## src/hdl/pis_pkg.sv

```systemverilog
/*
 * constants, field layouts and carrier types of the processor info store.
 * assumes a 32-bit axi4-lite register bus with byte addresses on 8 bits.
 */
package pis_pkg;

    // bus widths
    localparam int ADDR_W = 8;
    localparam int DATA_W = 32;
    localparam int IDX_W = 6;
    localparam int IDX_LSB = 2;

    // byte offsets of the store, used as word indices
    localparam logic [IDX_W-1:0] IDX_SAMPLE = 6'h14;
    localparam logic [IDX_W-1:0] IDX_CHECKSUM = 6'h15;
    localparam logic [IDX_W-1:0] IDX_SIG_HI = 6'h16;
    localparam logic [IDX_W-1:0] IDX_SIG_LO = 6'h17;
    localparam logic [IDX_W-1:0] IDX_RSVD_HI = 6'h18;
    localparam logic [IDX_W-1:0] IDX_RSVD_LO = 6'h19;
    localparam logic [IDX_W-1:0] IDX_BUS_HI = 6'h1A;
    localparam logic [IDX_W-1:0] IDX_BUS_LO = 6'h1B;
    localparam logic [IDX_W-1:0] IDX_MP = 6'h1C;
    localparam logic [IDX_W-1:0] IDX_FREQ_HI = 6'h1D;
    localparam logic [IDX_W-1:0] IDX_FREQ_LO = 6'h1E;
    localparam logic [IDX_W-1:0] IDX_VMAX_HI = 6'h1F;
    localparam logic [IDX_W-1:0] IDX_VMAX_LO = 6'h20;
    localparam logic [IDX_W-1:0] IDX_VMIN_HI = 6'h21;
    localparam logic [IDX_W-1:0] IDX_VMIN_LO = 6'h22;

    // sample/production codes, low two bits
    localparam logic [1:0] SAMPLE_ENG = 2'h0;
    localparam logic [1:0] SAMPLE_PROD = 2'h1;
    localparam logic [5:0] SAMPLE_RSVD = 6'h00;

    // multiprocessor class codes, high two bits
    localparam logic [1:0] MP_UNI = 2'h0;
    localparam logic [1:0] MP_DUAL = 2'h1;
    localparam logic [1:0] MP_MANY = 2'h3;
    localparam logic [5:0] MP_RSVD = 6'h00;

    // signature layout
    localparam logic [1:0] SIG_RSVD = 2'h0;

    // coded values
    localparam logic [15:0] BUS_667 = 16'h029B;
    localparam logic [15:0] BUS_800 = 16'h0320;
    localparam logic [15:0] FREQ_3400 = 16'h0D48;
    localparam logic [15:0] VMAX_1350 = 16'h0546;
    localparam logic [15:0] VMIN_991 = 16'h03DF;
    localparam logic [15:0] RSVD_PAIR = 16'h0000;
    localparam logic [7:0] BYTE_ZERO = 8'h00;

    // axi responses
    localparam logic [1:0] RESP_OKAY = 2'h0;
    localparam logic [1:0] RESP_SLVERR = 2'h2;

    // read answer carrier
    typedef struct packed {
        logic [DATA_W-1:0] data;
        logic [1:0] resp;
    } pis_rd_t;

    // write channel states
    typedef enum logic [1:0] {
        W_IDLE = 2'b00,
        W_HAVE_ADDR = 2'b01,
        W_HAVE_DATA = 2'b10,
        W_RESP = 2'b11
    } pis_wstate_t;

endpackage

```

## src/hdl/pis_store.sv

```systemverilog
/*
 * read-only processor info store at byte offsets 14h..22h, one byte per bus word.
 * assumes an axi4-lite master on aclk with one write and one read in flight at most.
 */
// The AXI4-Lite register port was chosen for this implementation.
// Operation
// - sample byte: low two bits 00 sample, 01 production; rest zero
// - every write is ignored; stored contents never change
// - offset 15h holds the one-byte processor data checksum
// - signature field holds signature bits 13:0 shifted left by two
// - signature high byte at 16h, low byte at 17h
// - type 15:14, family 13:10, model 9:6, stepping 5:2, 1:0 reserved
// - bus speed at 1Ah-1Bh in whole MHz, 029Bh or 0320h
// - multiprocessor class in bits 7:6, lower six bits reserved
// - maximum core frequency at 1Dh-1Eh in whole MHz
// - maximum core voltage code at 1Fh-20h in millivolts
// - minimum core voltage at 21h-22h in millivolts
// - bytes 18h-19h are reserved, read as zero
`timescale 1ns/1ps
module pis_store #(
    parameter logic [1:0] SAMPLE_CODE = pis_pkg::SAMPLE_PROD,
    parameter logic [7:0] CHECKSUM = 8'h00,
    // signature parts: values are arbitrary
    parameter logic [1:0] SIG_TYPE = 2'h0,
    parameter logic [3:0] SIG_FAMILY = 4'h1,
    parameter logic [3:0] SIG_MODEL = 4'h2,
    parameter logic [3:0] SIG_STEPPING = 4'h3,
    parameter logic [15:0] BUS_SPEED = pis_pkg::BUS_800,
    parameter logic [1:0] MP_CLASS = pis_pkg::MP_MANY,
    parameter logic [15:0] MAX_FREQ = pis_pkg::FREQ_3400,
    parameter logic [15:0] MAX_VCODE = pis_pkg::VMAX_1350,
    parameter logic [15:0] MIN_VOLT = pis_pkg::VMIN_991
) (
    // clock and reset
    input wire logic aclk,
    input wire logic aresetn,
    // write address
    input wire logic [pis_pkg::ADDR_W-1:0] s_axi_awaddr,
    input wire logic [2:0] s_axi_awprot,
    input wire logic s_axi_awvalid,
    output logic s_axi_awready,
    // write data
    input wire logic [pis_pkg::DATA_W-1:0] s_axi_wdata,
    input wire logic [3:0] s_axi_wstrb,
    input wire logic s_axi_wvalid,
    output logic s_axi_wready,
    // write response
    output logic [1:0] s_axi_bresp,
    output logic s_axi_bvalid,
    input wire logic s_axi_bready,
    // read address
    input wire logic [pis_pkg::ADDR_W-1:0] s_axi_araddr,
    input wire logic [2:0] s_axi_arprot,
    input wire logic s_axi_arvalid,
    output logic s_axi_arready,
    // read data
    output logic [pis_pkg::DATA_W-1:0] s_axi_rdata,
    output logic [1:0] s_axi_rresp,
    output logic s_axi_rvalid,
    input wire logic s_axi_rready
);

    ////////////////////////////////////////////////////////////////////////////////
    // store contents

    // 16-bit signature, reserved low pair
    localparam logic [15:0] SIGNATURE = {SIG_TYPE, SIG_FAMILY, SIG_MODEL, SIG_STEPPING,
                                         pis_pkg::SIG_RSVD};

    function automatic logic in_store(input logic [pis_pkg::IDX_W-1:0] idx);
        in_store = (idx >= pis_pkg::IDX_SAMPLE) && (idx <= pis_pkg::IDX_VMIN_LO);
    endfunction

    // pure function of the index: nothing can alter it, so repeats match
    function automatic pis_pkg::pis_rd_t store_read(input logic [pis_pkg::IDX_W-1:0] idx);
        logic [7:0] b;
        b = pis_pkg::BYTE_ZERO;
        case (idx)
            pis_pkg::IDX_SAMPLE: b = {pis_pkg::SAMPLE_RSVD, SAMPLE_CODE};
            pis_pkg::IDX_CHECKSUM: b = CHECKSUM;
            pis_pkg::IDX_SIG_HI: b = SIGNATURE[15:8];
            pis_pkg::IDX_SIG_LO: b = SIGNATURE[7:0];
            pis_pkg::IDX_RSVD_HI: b = pis_pkg::RSVD_PAIR[15:8];
            pis_pkg::IDX_RSVD_LO: b = pis_pkg::RSVD_PAIR[7:0];
            pis_pkg::IDX_BUS_HI: b = BUS_SPEED[15:8];
            pis_pkg::IDX_BUS_LO: b = BUS_SPEED[7:0];
            pis_pkg::IDX_MP: b = {MP_CLASS, pis_pkg::MP_RSVD};
            pis_pkg::IDX_FREQ_HI: b = MAX_FREQ[15:8];
            pis_pkg::IDX_FREQ_LO: b = MAX_FREQ[7:0];
            pis_pkg::IDX_VMAX_HI: b = MAX_VCODE[15:8];
            pis_pkg::IDX_VMAX_LO: b = MAX_VCODE[7:0];
            pis_pkg::IDX_VMIN_HI: b = MIN_VOLT[15:8];
            pis_pkg::IDX_VMIN_LO: b = MIN_VOLT[7:0];
            default: b = pis_pkg::BYTE_ZERO;
        endcase
        store_read.data = {24'h000000, b};
        store_read.resp = in_store(idx) ? pis_pkg::RESP_OKAY : pis_pkg::RESP_SLVERR;
    endfunction

    ////////////////////////////////////////////////////////////////////////////////
    // write channel: accept both halves in either order, then answer

    pis_pkg::pis_wstate_t wstate_reg;
    pis_pkg::pis_wstate_t wstate_next;
    logic [pis_pkg::IDX_W-1:0] widx_reg;
    logic aw_hs;
    logic w_hs;

    assign aw_hs = s_axi_awvalid && s_axi_awready;
    assign w_hs = s_axi_wvalid && s_axi_wready;

    always_comb begin
        wstate_next = wstate_reg;
        case (wstate_reg)
            pis_pkg::W_IDLE: begin
                if (aw_hs && w_hs) begin
                    wstate_next = pis_pkg::W_RESP;
                end else if (aw_hs) begin
                    wstate_next = pis_pkg::W_HAVE_ADDR;
                end else if (w_hs) begin
                    wstate_next = pis_pkg::W_HAVE_DATA;
                end
            end
            pis_pkg::W_HAVE_ADDR: begin
                if (w_hs) begin
                    wstate_next = pis_pkg::W_RESP;
                end
            end
            pis_pkg::W_HAVE_DATA: begin
                if (aw_hs) begin
                    wstate_next = pis_pkg::W_RESP;
                end
            end
            pis_pkg::W_RESP: begin
                if (s_axi_bready) begin
                    wstate_next = pis_pkg::W_IDLE;
                end
            end
            default: wstate_next = pis_pkg::W_IDLE;
        endcase
    end

    always_ff @(posedge aclk) begin
        if (!aresetn) begin
            wstate_reg <= pis_pkg::W_IDLE;
        end else begin
            wstate_reg <= wstate_next;
        end
    end

    // address kept only to pick the response; data is dropped
    always_ff @(posedge aclk) begin
        if (!aresetn) begin
            widx_reg <= '0;
        end else if (aw_hs) begin
            widx_reg <= s_axi_awaddr[pis_pkg::IDX_LSB +: pis_pkg::IDX_W];
        end
    end

    always_ff @(posedge aclk) begin
        if (!aresetn) begin
            s_axi_awready <= 1'b0;
            s_axi_wready <= 1'b0;
        end else begin
            s_axi_awready <= (wstate_next == pis_pkg::W_IDLE) ||
                             (wstate_next == pis_pkg::W_HAVE_DATA);
            s_axi_wready <= (wstate_next == pis_pkg::W_IDLE) ||
                            (wstate_next == pis_pkg::W_HAVE_ADDR);
        end
    end

    // writes touch no storage; in-store writes answer okay
    always_ff @(posedge aclk) begin
        if (!aresetn) begin
            s_axi_bvalid <= 1'b0;
            s_axi_bresp <= pis_pkg::RESP_OKAY;
        end else begin
            s_axi_bvalid <= (wstate_next == pis_pkg::W_RESP);
            if (wstate_reg != pis_pkg::W_RESP && wstate_next == pis_pkg::W_RESP) begin
                if (in_store(aw_hs ? s_axi_awaddr[pis_pkg::IDX_LSB +: pis_pkg::IDX_W]
                                   : widx_reg)) begin
                    s_axi_bresp <= pis_pkg::RESP_OKAY;
                end else begin
                    s_axi_bresp <= pis_pkg::RESP_SLVERR;
                end
            end
        end
    end

    ////////////////////////////////////////////////////////////////////////////////
    // read channel: one read at a time, answer one cycle after the address

    pis_pkg::pis_rd_t rd_next;
    logic ar_hs;

    assign ar_hs = s_axi_arvalid && s_axi_arready;
    assign rd_next = store_read(s_axi_araddr[pis_pkg::IDX_LSB +: pis_pkg::IDX_W]);

    always_ff @(posedge aclk) begin
        if (!aresetn) begin
            s_axi_rvalid <= 1'b0;
            s_axi_arready <= 1'b0;
        end else if (ar_hs) begin
            s_axi_rvalid <= 1'b1;
            s_axi_arready <= 1'b0;
        end else if (s_axi_rvalid && s_axi_rready) begin
            s_axi_rvalid <= 1'b0;
            s_axi_arready <= 1'b1;
        end else begin
            s_axi_arready <= !s_axi_rvalid;
        end
    end

    always_ff @(posedge aclk) begin
        if (!aresetn) begin
            s_axi_rdata <= '0;
            s_axi_rresp <= pis_pkg::RESP_OKAY;
        end else if (ar_hs) begin
            s_axi_rdata <= rd_next.data;
            s_axi_rresp <= rd_next.resp;
        end
    end

endmodule

```

## config.mk

```make
export PLATFORM = sky130hd
export DESIGN_NAME = pis_store
export DESIGN_NICKNAME = d
export VERILOG_FILES = /design/src/hdl/pis_pkg.sv /design/src/hdl/pis_store.sv
export SDC_FILE = /design/constraint.sdc
export NUM_CORES = 1
export LEC_CHECK = 0
export BUFFER_PORTS_ARGS = -buffer_cell sky130_fd_sc_hd__buf_4
export CAP_MARGIN = 20
export CORE_ASPECT_RATIO = 0.8
export CORE_MARGIN = 4
export CORE_UTILIZATION = 30
export CTS_CLUSTER_SIZE = 25
export DETAILED_ROUTE_END_ITERATION = 10
export MAX_ROUTING_LAYER = met4
export PLACE_DENSITY = 0.69
export SYNTH_ARGS = -nofsm -noshare
export SYNTH_HDL_FRONTEND = slang
export SYNTH_SLANG_ARGS = --single-unit
export TNS_END_PERCENT = 30
```

## constraint.sdc

```tcl
create_clock -name aclk -period 1.3 [get_ports aclk]
set_input_delay 0.195 -clock aclk [delete_from_list [all_inputs] [get_ports aclk]]
set_output_delay 0.195 -clock aclk [all_outputs]
set_load 0.01 [all_outputs]
```

* Word-level counts from Yosys, hierarchy flattened
Memories as Yosys holds them, arrays and structs flattened. A register that Yosys moved wholly into a read port is not among the register bits.
Index checks and enable logic that the tools add are counted.
** Word-level totals
- Bits in registers :: 17
- Memory bits (read-only) :: 512
- Input bits :: 65
- Output and inout port bits :: 41
- Word-level logic and storage cells :: 51
- Memories :: 1
** Memory list
- (name not given) :: words 64, width 8, read ports 1, clocked after Yosys merged registers in 1, write ports 0, line pis_store.sv:78 : case (idx)
** Cells by class
- $lt $le $gt $ge :: 4
- Equal/unequal tests :: 7
- Multiplexer cells :: 13
- Bitwise operators :: 1
- Reductions and logical operators :: 16
** Operators by type and width (number)
- two-way mux 2 bit :: 8
- greater-or-equal comparator 6 x 5 -> 1 bit, second input constant :: 2
- less-or-equal comparator 6 bit, second input constant :: 2
- equality test 2 bit, second input constant :: 4
- logical AND 1 bit :: 8
- one-hot mux 2 bit (4 select lines) :: 1
- two-way mux 6 bit :: 1
- equality test 2 x 1 -> 1 bit, second input constant :: 2
- logical NOT 2 bit :: 2
- two-way mux 1 bit :: 3
- logical NOT 1 bit :: 2
- logical OR 1 bit :: 2
- != test 2 bit, second input constant :: 1
- nonzero test 2 bit :: 1
- OR reduction 2 bit :: 1
- NOT 1 bit :: 1

* Logic depth before layout (Yosys ltp)
- Word-level depth :: 7
- Mapped depth :: 6
- Gate-level depth less buffers :: 6

* Worst setup path before layout
OpenSTA, ideal clock, no wires.
- Path type :: input -> register
- Start :: input s_axi_araddr[2] in the netlist's numbering
- End :: register s_axi_rdata[0] in the netlist's numbering
- Setup time :: 0.123 ns
- Arrival time :: 0.972 ns
- Required time :: 1.177 ns
- Setup slack :: 0.206 ns
- Stages :: 6
- Buffers on the path :: 0
- Cell sequence :: inv_1 -> ha_1 -> mux2i_1 -> mux2i_1 -> a221oi_1 -> nor2_1
** RTL lines
- start, declared :: line pis_store.sv:52 : input wire logic [pis_pkg::ADDR_W-1:0] s_axi_araddr,
- end, declared :: line pis_store.sv:57 : output logic [pis_pkg::DATA_W-1:0] s_axi_rdata,

* Worst setup path in the final report
- Start :: register s_axi_awready
- End :: register s_axi_bresp[1]
** Between the ends
- Cells in the longest elaborated chain, start to end :: 6
- Elaborated cells between the ends (all ways) :: 13
- Those cells by class :: 2 x order compare; 1 x eq/ne; 6 x mux; 4 x reduce/logical
** Ends and longest elaborated chain
- start, declared :: line pis_store.sv:41 : output logic s_axi_awready,
- start signal, assigned :: line pis_store.sv:165 : s_axi_awready <= (wstate_next == pis_pkg::W_IDLE) ||
- logical AND 1 bit (*) :: line pis_store.sv:109 : assign aw_hs = s_axi_awvalid && s_axi_awready;
- branches (longest 5 deep; another with greater-or-equal comparator 6 x 5 -> 1 bit)
- end signal, assigned :: line pis_store.sv:176 : s_axi_bresp <= pis_pkg::RESP_OKAY;
- end signal, assigned :: line pis_store.sv:182 : s_axi_bresp <= pis_pkg::RESP_OKAY;
- end signal, assigned :: line pis_store.sv:184 : s_axi_bresp <= pis_pkg::RESP_SLVERR;
- end, declared :: line pis_store.sv:48 : output logic [1:0] s_axi_bresp,
Every way passes the cells marked *.
A chain may end at the register's enable or synchronous reset.

==> out/metrics.cfg <==
[synth]
synth-edff-count=0
ys.flop_type=dfxtp_1
seq_area_frac_synth_pct=34.5
netlist_area_sq_um=1330
ys_seq_elements=23
synthCells=158
avgSynthCellArea_sq_um=8.44
synthArstFlopShare_pct=0
yosys_warnings=0
yosys.cell_types.count=40

[finish]
area_growth_pct=19.1
largest_reg_flops=8
antennaDiodeCount=0
fin_nets=263
drive_gt1_share_pct=25.4
fin_cells=250

[worst_setup_path]
crit_type=flop to flop
worst_ep_required_time_ns=1.49
endpoint=s_axi_bresp[1]
worst_r2r_path_depth=4
r2r_setup_slack_ns=0.20
startpoint=s_axi_awready
cp_max_fo=4
worstSetupStartpointType=flop
timing.rr.start=s_axi_awready
r2r_end=s_axi_bresp[1]
cp.arrival_ns=1.29
endpoint_kind=flop

[clock_tree]
cts_tree=done
numCtsBuffers=3
clock_path_buffers=2
holdBufCountCts=0
clock_latency_ns=0.26
clock-sinks=23
cts_setup_buffers=0
htree_levels=1
post_cts_resized=0
clkTransAtPathRegs_ns=0.08
cts-root-buf=clkbuf_8

[timing]
fin_ws_ns=0.199
post-route-period-util_pct=84.7
finalMaxSlewViolations=0
max_freq_ghz=0.908
finalClockSkew_ns=0.00361
hold_viol=0
post-route-min-period_ns=1.10
setup_viol=0
grt_setup_unrepaired=false
whs_ns=0.189

[floorplan]
fp.dieH_microns=67.6
io_pins=106
row_count=21
die_x_microns=82.6
start_util_pct=31.5
core_sq_um=4230
dieArea_sq_um=5580

[grt]
grt_start_max_net_pins=22
grt_pass1_vias=865
grt_usage_pct=9.03
overflow=0
grt_pass1_wl_microns=3870
grt_antenna_before_repair=0

[worst_hold_path]
hold_path_depth=3
hold_path.class=input pin to flop

[placed_design]
dp_slack_ns=-0.0127
hpwl_microns=2060
dp_cells=246
gp_congestion=0.788
io_buffers=33

[run_status]
outcome=finished clean

[route]
drtPass1Iterations=4
wl_per_cell_microns=10.3
top_layer=met4
drc_errors=0
drt-total-wl_microns=2570
wl_met3_microns=146
wl_met2_microns=1150
ant_nets=0
via_count=1038
viasPerCell=4.15
drt_iter0_markers=24
met1Wirelength_microns=1250

[power]
peakVddDrop_mv=0.628
leakagePower_uw=0.000716
finalPower_uw=1510
p_per_area_nw_per_um2=949

[job]
max-cap-violations=0

cell usage after synthesis, types with 2 or more instances:
master / instances / share of area [%]
and2_1: 3 / 1.4
a31oi_1: 2 / 0.94
ha_1: 4 / 3.8
o21ai_0: 4 / 1.5
nand2_1: 27 / 7.6
a21boi_1: 6 / 3.4
o21ai_1: 3 / 1.1
dfxtp_1: 23 / 35
o311ai_0: 2 / 1.3
o221a_1: 2 / 1.7
inv_1: 5 / 1.4
nor3_1: 3 / 1.1
nand4_1: 2 / 0.94
buf_6: 2 / 1.7
nor2b_1: 4 / 1.9
nor2_1: 8 / 2.3
mux2i_1: 3 / 2.3
clkbuf_1: 3 / 0.84
buf_4: 26 / 15
a21oi_1: 4 / 1.5
nand3_1: 2 / 0.75
a21boi_0: 2 / 1.1
metal layers:
metal / track usage, % / vias to the layer above
li1: - / 547
met1: 12.6 / 463
met2: 13.0 / 26
met3: 2.53 / 2
met4: 1.84 / 0
met5: - / -
final cells by class:
cell class | instances | area [sq um]
Multi-Input combinational cell | 122 | 699
Sequential cell | 23 | 460
Tap cell | 57 | 71.3
Inverter | 5 | 18.8
Timing Repair Buffer | 39 | 293
Clock inverter | 1 | 5.00
Clock buffer | 3 | 41.3
Fill cell | 451 | 2640
worst min path at each step:
stage	start	endpoint	slack, ns
6_report	s_axi_awaddr[5]	widx_reg[3]	0.19
5_1_grt	s_axi_awaddr[7]	widx_reg[5]	0.19
3_5_place_dp	s_axi_rresp[1]	s_axi_rresp[1]	0.45
3_3_place_gp	widx_reg[1]	widx_reg[1]	0.44
2_1_floorplan	s_axi_awaddr[2]	widx_reg[0]	0.33
4_1_cts	s_axi_awaddr[2]	widx_reg[0]	0.18
cell families (layout without fill, tap and decap cells):
logic type	Yosys count	count (layout)	synth area share, %
and+or+nand+nor	59	59	23.3
buffers and inverters	38	48	20.1
AOI/OAI and AO/OA	30	30	15.9
DFF	23	23	34.5
adders and majority gates	4	4	3.75
muxes	3	3	2.25
other	1	26	0.281
cells in the final DEF, fill, tap and decap left out, types with 3 or more instances in the layout:
master,instances
a21boi_1,6
a21oi_1,4
and2_1,3
buf_4,39
clkbuf_8,3
conb_1,26
dfxtp_1,23
ha_1,4
inv_1,5
mux2i_1,3
nand2_1,27
nor2_1,8
nor2b_1,4
nor3_1,3
o21ai_0,4
o21ai_1,3
report_power, final:
group,switching [uW],internal [uW],leakage [uW]
Combinational,167,139,0.000502
Clock,222,213,0.0000255
Sequential,22.1,745,0.000188
critical path: stages, from the launching register on:
cell and delay, ns:
dfxtp_1 0.37, a21oi_1 0.13, a211oi_1 0.31, o21ai_1 0.09, a31oi_1 0.14
metrics by stage:
| stage | util, % | setup TNS [ns] | cell area [sq um] |
|---|---|---|---|
| 3_5_place_dp | 36.5 | -0.0127 | 1540 |
| 5_1_grt | 37.6 | 0 | 1590 |
| 6_report | 37.6 | 0 | 1590 |
| 4_1_cts | 37.6 | 0 | 1590 |
| 2_1_floorplan | - | 0 | 1430 |
| 3_3_place_gp | 36.5 | -0.000645 | 1540 |
Note: power is estimated with default switching activity, not from simulation.
